===== config.mk =====
export PLATFORM = sky130hd
export DESIGN_NAME = mfla_core
export DESIGN_NICKNAME = d
export VERILOG_FILES = /design/src/mfla_pkg.sv /design/src/mfla_buffer.sv /design/src/mfla_core.sv
export SDC_FILE = /design/constraint.sdc
export NUM_CORES = 2
export LEC_CHECK = 0
export BUFFER_PORTS_ARGS = -buffer_cell sky130_fd_sc_hd__buf_2
export CAP_MARGIN = 20
export CORE_UTILIZATION = 35
export DETAILED_ROUTE_END_ITERATION = 7
export SLEW_MARGIN = 5
export SYNTH_ARGS = -nofsm -noshare
export SYNTH_HDL_FRONTEND = slang
export SYNTH_SLANG_ARGS = --single-unit

===== constraint.sdc =====
create_clock -name sys_clk -period 55 [get_ports sys_clk]
set_clock_uncertainty 0.05 [all_clocks]
set_input_delay 2.75 -clock sys_clk [delete_from_list [all_inputs] [get_ports sys_clk]]
set_output_delay 2.75 -clock sys_clk [all_outputs]
set_load 0.02 [all_outputs]

===== src/mfla_pkg.sv =====
// package: constants, types and word layouts of the fault log access block
package mfla_pkg;

    // ****************************************************************
    // word layout: bit 0 is the most significant bit of a 16-bit word
    // ****************************************************************
    localparam int WORD_W       = 16;
    localparam int ADDR_W       = 10;
    // a field at documented bit n sits at vector index 15-n
    localparam int CTL_MCLR_POS = 15;   // control bit 0: master clear
    localparam int CTL_COPY_POS = 13;   // control bit 2: map-to-buffer copy
    localparam int CTL_SCAN_POS = 12;   // control bit 3: buffer scan
    localparam int CTL_ECC_POS  = 11;   // control bit 4: ecc write disable
    localparam int HALF_POS     = 10;   // bit 5: map half select
    localparam int WR_DATA_POS  = 15;   // write bit 0: data bit
    localparam int WR_COPY_POS  = 13;   // write bit 2: buffer-to-map copy
    localparam int WR_FILL_POS  = 12;   // write bit 3: block fill
    localparam int WR_ONE_POS   = 11;   // write bit 4: single location write
    localparam int RB_FOUND_POS = 15;   // readback bit 0: set location found
    localparam int RB_READY_POS = 14;   // readback bit 1: ready
    localparam int RB_SCAN_POS  = 12;   // readback bit 3: scan in progress
    localparam int RB_ECC_POS   = 11;   // readback bit 4: ecc write disable
    localparam int RB_HALF_POS  = 10;   // readback bit 5: half select
    localparam int RB_CERR_POS  = 8;    // status bit 7: copy error

    // ****************************************************************
    // reset values and timing
    // ****************************************************************
    localparam logic [9:0] ADDR_RST   = 10'h000;
    localparam logic [9:0] ADDR_LAST  = 10'h3FF;
    localparam int CLK_MHZ            = 125;
    localparam int COPY_READY_US      = 50;   // longest time, rounds down
    localparam int SCAN_READY_US      = 2;    // fixed time
    localparam int COPY_READY_CYC     = COPY_READY_US * CLK_MHZ;
    localparam int SCAN_READY_CYC     = SCAN_READY_US * CLK_MHZ;

    typedef enum logic [2:0] {
        MFLA_IDLE, MFLA_RCOPY, MFLA_WCOPY, MFLA_SCAN, MFLA_FILL, MFLA_WAIT
    } mfla_state_t;

    // command strobes from the i/o processor bus
    typedef struct packed {
        logic                control_command;
        logic                write_command;
        logic                readback_command;
        logic [WORD_W-1:0]   word;
    } mfla_cmd_t;

    // map port toward the memory controller boards
    typedef struct packed {
        logic                rd;
        logic                wr;
        logic                half;
        logic [ADDR_W-1:0]   addr;
        logic                wdata;
    } mfla_map_t;
endpackage : mfla_pkg


===== src/mfla_buffer.sv =====
// local 1024-location one-bit buffer in flip-flops
`timescale 1ns/1ps
module mfla_buffer #(
    parameter int DEPTH = 1024,
    parameter int AW    = 10
) (
    input  wire logic          sys_clk,   // system clock
    input  wire logic          we,        // write strobe
    input  wire logic [AW-1:0] waddr,     // write location
    input  wire logic          wdata,     // bit to store
    input  wire logic [AW-1:0] raddr,     // read location
    output logic               rdata      // bit at read location
);
    logic [DEPTH-1:0] mem_ff;

    // contents are not reset; the host fills the buffer before use
    always_ff @(posedge sys_clk) begin
        if (we) begin
            mem_ff[waddr] <= wdata;
        end
    end

    assign rdata = mem_ff[raddr];
endmodule : mfla_buffer


===== src/mfla_core.sv =====
// fault log access: command decode, copy, scan and fill sequencer
//
// Notes on behaviour
// - control commands only when ready, except master clear, taken any time
// - master clear resets, aborts copy, scan, ecc disable; blocks them in its word
// - map-to-buffer copy runs start address to last, ends at counter wrap
// - ready low during copy, back within 50 us after completion
// - power fail, power on, i/o reset or master clear end a copy
// - copy together with scan in one word: only the copy runs
// - scan runs start to last location, pausing at each set location
// - after the readback of a paused scan, the scan resumes
// - ready low during scan, high two us after pause or completion
// - control bit 4 sets ecc write disable, driven to all controllers
// - ecc disable clears on resets, copy completion, master clear, bit 4 zero
// - bit 5 picks the map half, effective one clock later
// - every control command loads start address; master clear keeps it
// - buffer-to-map copy start to last, then counter set to zero
// - ready low during buffer-to-map copy, high 50 us after; clear aborts
// - block fill writes data bit start to last, zeroes counter, ready in 2 us
// - block fill overrides buffer-to-map copy and single write
// - single write stores data bit at address, counter unchanged
// - readback bit 0 marks a found location, bits 6-15 its address
// - readback reports ready, scan, ecc disable and half select
// - copy error bit set when map-to-buffer copy reads a set entry; control and write commands clear it
// - map strobes only in the clock after a refresh interval cycle, even if the window has closed
`timescale 1ns/1ps
module mfla_core #(
    parameter int COPY_CYC = mfla_pkg::COPY_READY_CYC,  // ready delay after copies
    parameter int SCAN_CYC = mfla_pkg::SCAN_READY_CYC   // ready delay after scan/fill
) (
    input  wire logic                    sys_clk,           // system clock
    input  wire logic                    reset,             // sync reset, high
    input  wire logic                    power_fail_warning, // power fail level
    input  wire logic                    power_on_event,    // power on level
    input  wire logic                    io_reset,          // i/o reset level
    input  wire mfla_pkg::mfla_cmd_t     cmd,               // command strobes and word
    input  wire logic                    refresh_window,    // map access permitted
    input  wire logic                    map_rdata,         // bit read from fault map
    output mfla_pkg::mfla_map_t          map_port,          // fault map access
    output logic                         ecc_write_disable, // to all controller boards
    output logic [15:0]                  status_word,       // status test answer
    output logic [15:0]                  scan_result_word   // readback answer
);
    import mfla_pkg::*;

    // ****************************************************************
    // state
    // ****************************************************************
    typedef struct packed {
        mfla_state_t       st;
        logic [ADDR_W-1:0] addr;
        logic              half;
        logic              ecc;
        logic              found;
        logic [ADDR_W-1:0] found_addr;
        logic              copy_err;
        logic              fill_bit;
        logic              rd_pend;    // map read strobe standing, data this cycle
        logic [ADDR_W-1:0] rd_addr;
        logic [15:0]       wait_cnt;
        mfla_map_t         map;
    } mfla_core_t;

    mfla_core_t r_ff, nxt_r;
    logic       buf_we;
    logic [9:0] buf_waddr;
    logic       buf_wdata;
    logic       buf_rdata;
    logic       ready;
    logic       abort;

    // read port follows the address counter, so scan and write copy see data at once
    mfla_buffer #(.DEPTH(1024), .AW(ADDR_W)) mfla_buffer_i (
        .sys_clk (sys_clk),
        .we      (buf_we),
        .waddr   (buf_waddr),
        .wdata   (buf_wdata),
        .raddr   (r_ff.addr),
        .rdata   (buf_rdata)
    );

    // field extraction, bit 0 most significant
    function automatic logic [ADDR_W-1:0] word_addr(input logic [15:0] w);
        return w[ADDR_W-1:0];
    endfunction : word_addr

    // copy states: the ones that power and i/o resets must end
    function automatic logic is_copy(input mfla_state_t s);
        return (s == MFLA_RCOPY) || (s == MFLA_WCOPY);
    endfunction : is_copy

    // a spent scan pause reads ready too; a command then ends the scan
    assign ready = (r_ff.st == MFLA_IDLE) |
                   (r_ff.st == MFLA_SCAN && r_ff.found && r_ff.wait_cnt == 16'h0000);
    assign abort = power_fail_warning | power_on_event | io_reset;

    // ****************************************************************
    // sequencer
    // ****************************************************************
    always_comb begin
        nxt_r        = r_ff;
        nxt_r.map.rd = 1'b0;
        nxt_r.map.wr = 1'b0;
        nxt_r.rd_pend = 1'b0;
        buf_we       = 1'b0;
        buf_waddr    = r_ff.addr;
        buf_wdata    = r_ff.fill_bit;

        // map data answers in the cycle in which the read strobe stands
        if (r_ff.rd_pend) begin
            buf_we    = 1'b1;
            buf_waddr = r_ff.rd_addr;
            buf_wdata = map_rdata;
        end

        unique case (r_ff.st)
            MFLA_IDLE: begin
            end
            MFLA_RCOPY: begin
                // a read waits for a refresh window, so the copy stalls outside it
                if (refresh_window) begin
                    nxt_r.map.rd   = 1'b1;
                    nxt_r.map.addr = r_ff.addr;
                    nxt_r.rd_pend  = 1'b1;
                    nxt_r.rd_addr  = r_ff.addr;
                    nxt_r.addr     = r_ff.addr + 10'h001;
                    if (r_ff.addr == ADDR_LAST) begin
                        nxt_r.ecc      = 1'b0;
                        nxt_r.st       = MFLA_WAIT;
                        nxt_r.wait_cnt = 16'(COPY_CYC);
                    end
                end
            end
            MFLA_WCOPY: begin
                if (refresh_window) begin
                    nxt_r.map.wr    = 1'b1;
                    nxt_r.map.addr  = r_ff.addr;
                    nxt_r.map.wdata = buf_rdata;
                    nxt_r.addr      = r_ff.addr + 10'h001;
                    if (r_ff.addr == ADDR_LAST) begin
                        nxt_r.ecc      = 1'b0;
                        nxt_r.st       = MFLA_WAIT;
                        nxt_r.wait_cnt = 16'(COPY_CYC);
                    end
                end
            end
            MFLA_SCAN: begin
                // a found location holds the scan until it is read back
                if (!r_ff.found) begin
                    if (buf_rdata) begin
                        nxt_r.found      = 1'b1;
                        nxt_r.found_addr = r_ff.addr;
                        nxt_r.wait_cnt   = 16'(SCAN_CYC);
                    end else begin
                        nxt_r.addr = r_ff.addr + 10'h001;
                        if (r_ff.addr == ADDR_LAST) begin
                            nxt_r.st       = MFLA_WAIT;
                            nxt_r.wait_cnt = 16'(SCAN_CYC);
                        end
                    end
                end else if (r_ff.wait_cnt != 16'h0000) begin
                    nxt_r.wait_cnt = r_ff.wait_cnt - 16'h0001;
                end
            end
            MFLA_FILL: begin
                buf_we     = 1'b1;
                buf_waddr  = r_ff.addr;
                nxt_r.addr = r_ff.addr + 10'h001;
                if (r_ff.addr == ADDR_LAST) begin
                    nxt_r.st       = MFLA_WAIT;
                    nxt_r.wait_cnt = 16'(SCAN_CYC);
                end
            end
            MFLA_WAIT: begin
                // counter already wrapped to zero on the last location
                if (r_ff.wait_cnt <= 16'h0001) begin
                    nxt_r.st = MFLA_IDLE;
                end else begin
                    nxt_r.wait_cnt = r_ff.wait_cnt - 16'h0001;
                end
            end
            // codes 6 and 7 are unused; fall back to idle if ever reached
            default: begin
                nxt_r.st = MFLA_IDLE;
            end
        endcase

        // readback of a paused scan lets it resume once it completes
        if (cmd.readback_command && r_ff.st == MFLA_SCAN && r_ff.found) begin
            nxt_r.found = 1'b0;
            nxt_r.addr  = r_ff.addr + 10'h001;
            if (r_ff.addr == ADDR_LAST) begin
                nxt_r.st       = MFLA_WAIT;
                nxt_r.wait_cnt = 16'(SCAN_CYC);
            end
        end

        // control command; master clear is honoured even when busy
        if (cmd.control_command) begin
            nxt_r.copy_err = 1'b0;
            if (cmd.word[CTL_MCLR_POS]) begin
                nxt_r.st    = MFLA_IDLE;
                nxt_r.ecc   = 1'b0;
                nxt_r.found = 1'b0;
                nxt_r.rd_pend = 1'b0;
                // a strobe chosen this cycle must not reach the map
                nxt_r.map.rd  = 1'b0;
                nxt_r.map.wr  = 1'b0;
                nxt_r.half  = cmd.word[HALF_POS];
                // address left as it was                      
            end else if (ready) begin
                nxt_r.addr  = word_addr(cmd.word);
                nxt_r.half  = cmd.word[HALF_POS];
                nxt_r.ecc   = cmd.word[CTL_ECC_POS];
                nxt_r.found = 1'b0;
                // a command taken during a scan pause ends that scan
                nxt_r.st    = MFLA_IDLE;
                if (cmd.word[CTL_COPY_POS]) begin
                    nxt_r.st = MFLA_RCOPY;
                end else if (cmd.word[CTL_SCAN_POS]) begin
                    nxt_r.st = MFLA_SCAN;
                end
            end
        end else if (cmd.write_command && ready) begin
            nxt_r.copy_err = 1'b0;
            nxt_r.half     = cmd.word[HALF_POS];
            nxt_r.fill_bit = cmd.word[WR_DATA_POS];
            // a write taken in a scan pause ends the scan too
            nxt_r.found    = 1'b0;
            nxt_r.st       = MFLA_IDLE;
            if (cmd.word[WR_FILL_POS]) begin
                nxt_r.addr = word_addr(cmd.word);
                nxt_r.st   = MFLA_FILL;
            end else if (cmd.word[WR_COPY_POS]) begin
                nxt_r.addr = word_addr(cmd.word);
                nxt_r.st   = MFLA_WCOPY;
            end else if (cmd.word[WR_ONE_POS]) begin
                buf_we    = 1'b1;
                buf_waddr = word_addr(cmd.word);
                buf_wdata = cmd.word[WR_DATA_POS];
            end
        end

        // power and i/o resets end copies and drop ecc disable
        if (abort) begin
            nxt_r.ecc = 1'b0;
            if (is_copy(r_ff.st) || is_copy(nxt_r.st)) begin
                nxt_r.st      = MFLA_IDLE;
                // drop the strobe chosen this cycle so no access follows the cut
                nxt_r.map.rd  = 1'b0;
                nxt_r.map.wr  = 1'b0;
                nxt_r.rd_pend = 1'b0;
            end
        end

        // a set entry arriving wins over a clear by a command in the same cycle
        if (r_ff.rd_pend && map_rdata) begin
            nxt_r.copy_err = 1'b1;
        end
        nxt_r.map.half = nxt_r.half;
    end

    // ****************************************************************
    // registers
    // ****************************************************************
    always_ff @(posedge sys_clk) begin
        if (reset) begin
            r_ff <= '{st: MFLA_IDLE, addr: ADDR_RST, found_addr: ADDR_RST,
                      rd_addr: ADDR_RST, wait_cnt: 16'h0000, map: '0, default: 1'b0};
        end else begin
            r_ff <= nxt_r;
        end
    end

    // ****************************************************************
    // outputs
    // ****************************************************************
    // the status bit is the same ready level that gates commands
    logic ready_bit;
    assign ready_bit = ready;

    assign map_port          = r_ff.map;
    assign ecc_write_disable = r_ff.ecc;

    always_comb begin
        scan_result_word                       = 16'h0000;
        scan_result_word[RB_FOUND_POS]         = r_ff.found;
        scan_result_word[ADDR_W-1:0]           = r_ff.found_addr;
        scan_result_word[RB_READY_POS]         = ready_bit;
        scan_result_word[RB_SCAN_POS]          = (r_ff.st == MFLA_SCAN);
        scan_result_word[RB_ECC_POS]           = r_ff.ecc;
        scan_result_word[RB_HALF_POS]          = r_ff.half;
        status_word                            = 16'h0000;
        status_word[RB_READY_POS]              = ready_bit;
        status_word[RB_SCAN_POS]               = (r_ff.st == MFLA_SCAN);
        status_word[RB_ECC_POS]                = r_ff.ecc;
        status_word[RB_HALF_POS]               = r_ff.half;
        status_word[RB_CERR_POS]               = r_ff.copy_err;
    end
endmodule : mfla_core


==> results.ini <==
[yosys]
synth_top_family_by_area = multiplexers
synth_compound_area_share_pct = 4.485
yosysWarnings = 0
synth_top_area_cell = edfxtp_1
synthAdderAreaFrac_pct = 0.1017
avgSynthCellArea_um2 = 13.20
synth_area_um2 = 49210
muxShareOfSynthArea_pct = 13.61
syn_inst = 3728
ys_ff_latch = 1091
synth_top_area_share_pct = 62.48
synthSimpleGateAreaFrac_pct = 12.64
synthXorXnorAreaFrac_pct = 0.1246
yosysSeqAreaShare_pct = 65.21
yosys-top-cells-area = edfxtp_1, mux4_2, nor2_1
async_reset_ff_share_pct = 0
synth_flop_cell = edfxtp_1
yosysUniqueCellTypes = 73
synth-edff-count = 1024

[clocking]
cts.sinks = 1091
cts_resized = 0
cts_made_buffers = 112
tritoncts = done
h-tree-depth = 3
clk_latency_ps = 710
clk_pin_slew_ps = 60
cts_setup_buffers = 0
root_buffer = clkbuf_16
holdBufCountCts = 0
cts_max_path_buffers = 3

[floorplan]
core-area_um2 = 139500
rows = 137
die_w_um = 377.0
start_util_pct = 35.27
die_area_um2 = 142100
die_y_um = 377.0
io_pins = 73

[global_route]
grt_antenna_before_repair = 3
grt_pass1_vias = 29810
grt_pass1_wl_mm = 198.1
grt_remaining_overflow = 0
grt_util_met3_pct = 3.993
grt_max_degree = 292
met2_usage_pct = 29.58
globalRouteTotalUtil_pct = 18.89
top_usage_layer = met2
grt_util_met1_pct = 26.16

[setup_path]
criticalPathCategory = reg -> reg
ff2ff_setup_slack_ps = 46960
arrival_ps = 8520
cp.required_ps = 55470
start_kind = register
cp_max_fo = 43
worstSetupEndpointType = register

[sta]
final.setup.tns_ps = 0
fmax_mhz = 124.3
rsz0062_at_grt = false
setup_viol_count_final = 0
slew_headroom_pct = 18.66
fin_crit_sh_pct = 14.62
worstMarginPinSlew_ps = 1220
slew_viol_final = 0
min_period_ps = 8044
final_hold_viol_count = 0

[route]
drtIter0Drc = 3832
vias = 31000
drt-pass1-iter-count = 5
routed_wl_mm = 135.8
vias_per_cell = 5.524
drc = 0
ant_nets = 0
wl_per_cell_um = 24.20

[flow_run]
drv_cap = 0

[pwr]
p_per_area_nw_per_um2 = 33.03
p_int_mw = 1.385
p_sw_uw = 429.0
peakVddDrop_v = 0.00002836
p_seq_share_pct = 50.4
leakagePower_nw = 16.71
swShare_pct = 23.65
combPwrFrac_pct = 9.0
p_clk_share_pct = 40.6

[cells_and_area]
fin_nets = 3673
diodes = 0
syn_to_final_growth_pct = 11.61
fin_util_pct = 39.37
seq_area_um2 = 32110
drive_gt1_share_pct = 17.38
multi_input_area_um2 = 15390
nFillCells = 13090

[placed_design]
detailed_place_hpwl_mm = 71.64
place.gp.congestion = 0.8298
io_buffer_count = 59

[min_path]
hold_path.class = reg -> reg

[status]
status = completed

flip-flops by register name, summed over array words and instances, names as in the netlist:
signal                cells
r_ff                     41
mfla_buffer_i.mem_ff   1024
map_port                 13
scan_result_word         11
ecc_write_disable         1
status_word               1
cell type report:
class	instances	area share (%)
Clock buffer	143	5.392
Clock inverter	63	0.9863
Inverter	14	0.09567
Multi-Input combinational cell	2259	28.01
Sequential cell	1091	58.45
Tap cell	1876	4.273
Timing Repair Buffer	165	2.790
Yosys cell counts, drive strengths merged (5+ instances only):
master and number:
nor3 38, nand3 42, inv 14, a22oi 17
mux4 253, mux2i 81, a41oi 5, and3 5
a31o 6, o211ai 15, edfxtp 1024, nand2b 13
a221oi 10, a21o 9, a21oi 100, nand2 244
nor3b 5, a2111oi 8, or3 11, nor2b 16
xnor2 6, and2 12, nand4 6, a211oi 23
nor2 1120, o22ai 28, o41ai 5, nor4 12
mux2 17, o21ai 63, buf 220, clkbuf 155
dfxtp 67, a31oi 11
worst max-delay path, stage by stage (launching register included):
cell       delay, ps
dfxtp_4          550
buf_4            510
buf_4            730
buf_4            720
buf_4            650
buf_4            830
mux4_2           610
mux4_2           490
mux4_2           520
nor2_1           150
nor4_1           120
o22ai_2          450
o21ai_2          100
buf_4            240
or3_4            480
a2111oi_0        460
a211oi_1          90
cell families (layout without fill, tap and decap cells):
family / count (synthesis) / count (layout)
DFF: 1091 / 1091
buffers and inverters: 389 / 385
xor gates and xnor gates: 7 / 7
adders and majority gates: 4 / 4
AOI/OAI and AO/OA: 341 / 341
muxes: 351 / 351
and+or+nand+nor: 1544 / 1544
other: 1 / 12
power by group through the flow:
stage	combinational [mW]	clock [mW]	sequential [mW]
after global routing	0.172	0.780	0.915
after global placement	0.158	0	0.932
final	0.163	0.737	0.915
after CTS	0.159	0.749	0.915
after detailed placement	0.159	0	0.932
after floorplan	0.114	0	0.969
worst paths after layout:
check,cells after the start,endpoint,start
setup / recovery,16,r_ff[19],r_ff[56]
setup reg to reg,16,r_ff[19],r_ff[56]
hold / removal,2,map_port[4],map_port[4]
hold reg to reg,2,map_port[4],map_port[4]
through the flow:
step	total power, mW	hold WS [ps]	std cells	setup slack, ps	instance area, µm²
4_1_cts	1.822	401.6	5587	46860	54320
5_1_grt	1.867	417.0	5611	46390	54930
6_report	1.814	400.5	5611	46960	54930
3_5_place_dp	1.091	393.9	5381	46690	50810
2_1_floorplan	1.083	385.7	3739	3978	49250
3_3_place_gp	1.090	392.7	5380	46830	50810
cells in the final DEF, fill, tap and decap left out, types with 22 or more instances in the layout:
cell type,count
a21oi_1,100
nand3_1,42
clkbuf_16,114
nor3_1,32
buf_4,80
clkbuf_1,29
dfxtp_1,62
a211oi_1,22
nor2_1,1120
o22ai_1,27
mux4_2,253
nand2_2,32
buf_2,60
clkinv_2,24
mux2i_1,81
nand2_1,212
o21ai_0,60
edfxtp_1,1024
clkinv_1,26
metal layers:
metal	vias to the layer above	wire length (µm)
li1	13410	-
met1	15930	56050
met2	1396	62350
met3	261	12830
met4	2	4561
met5	-	13
Note: power is estimated with default switching activity, not from simulation.
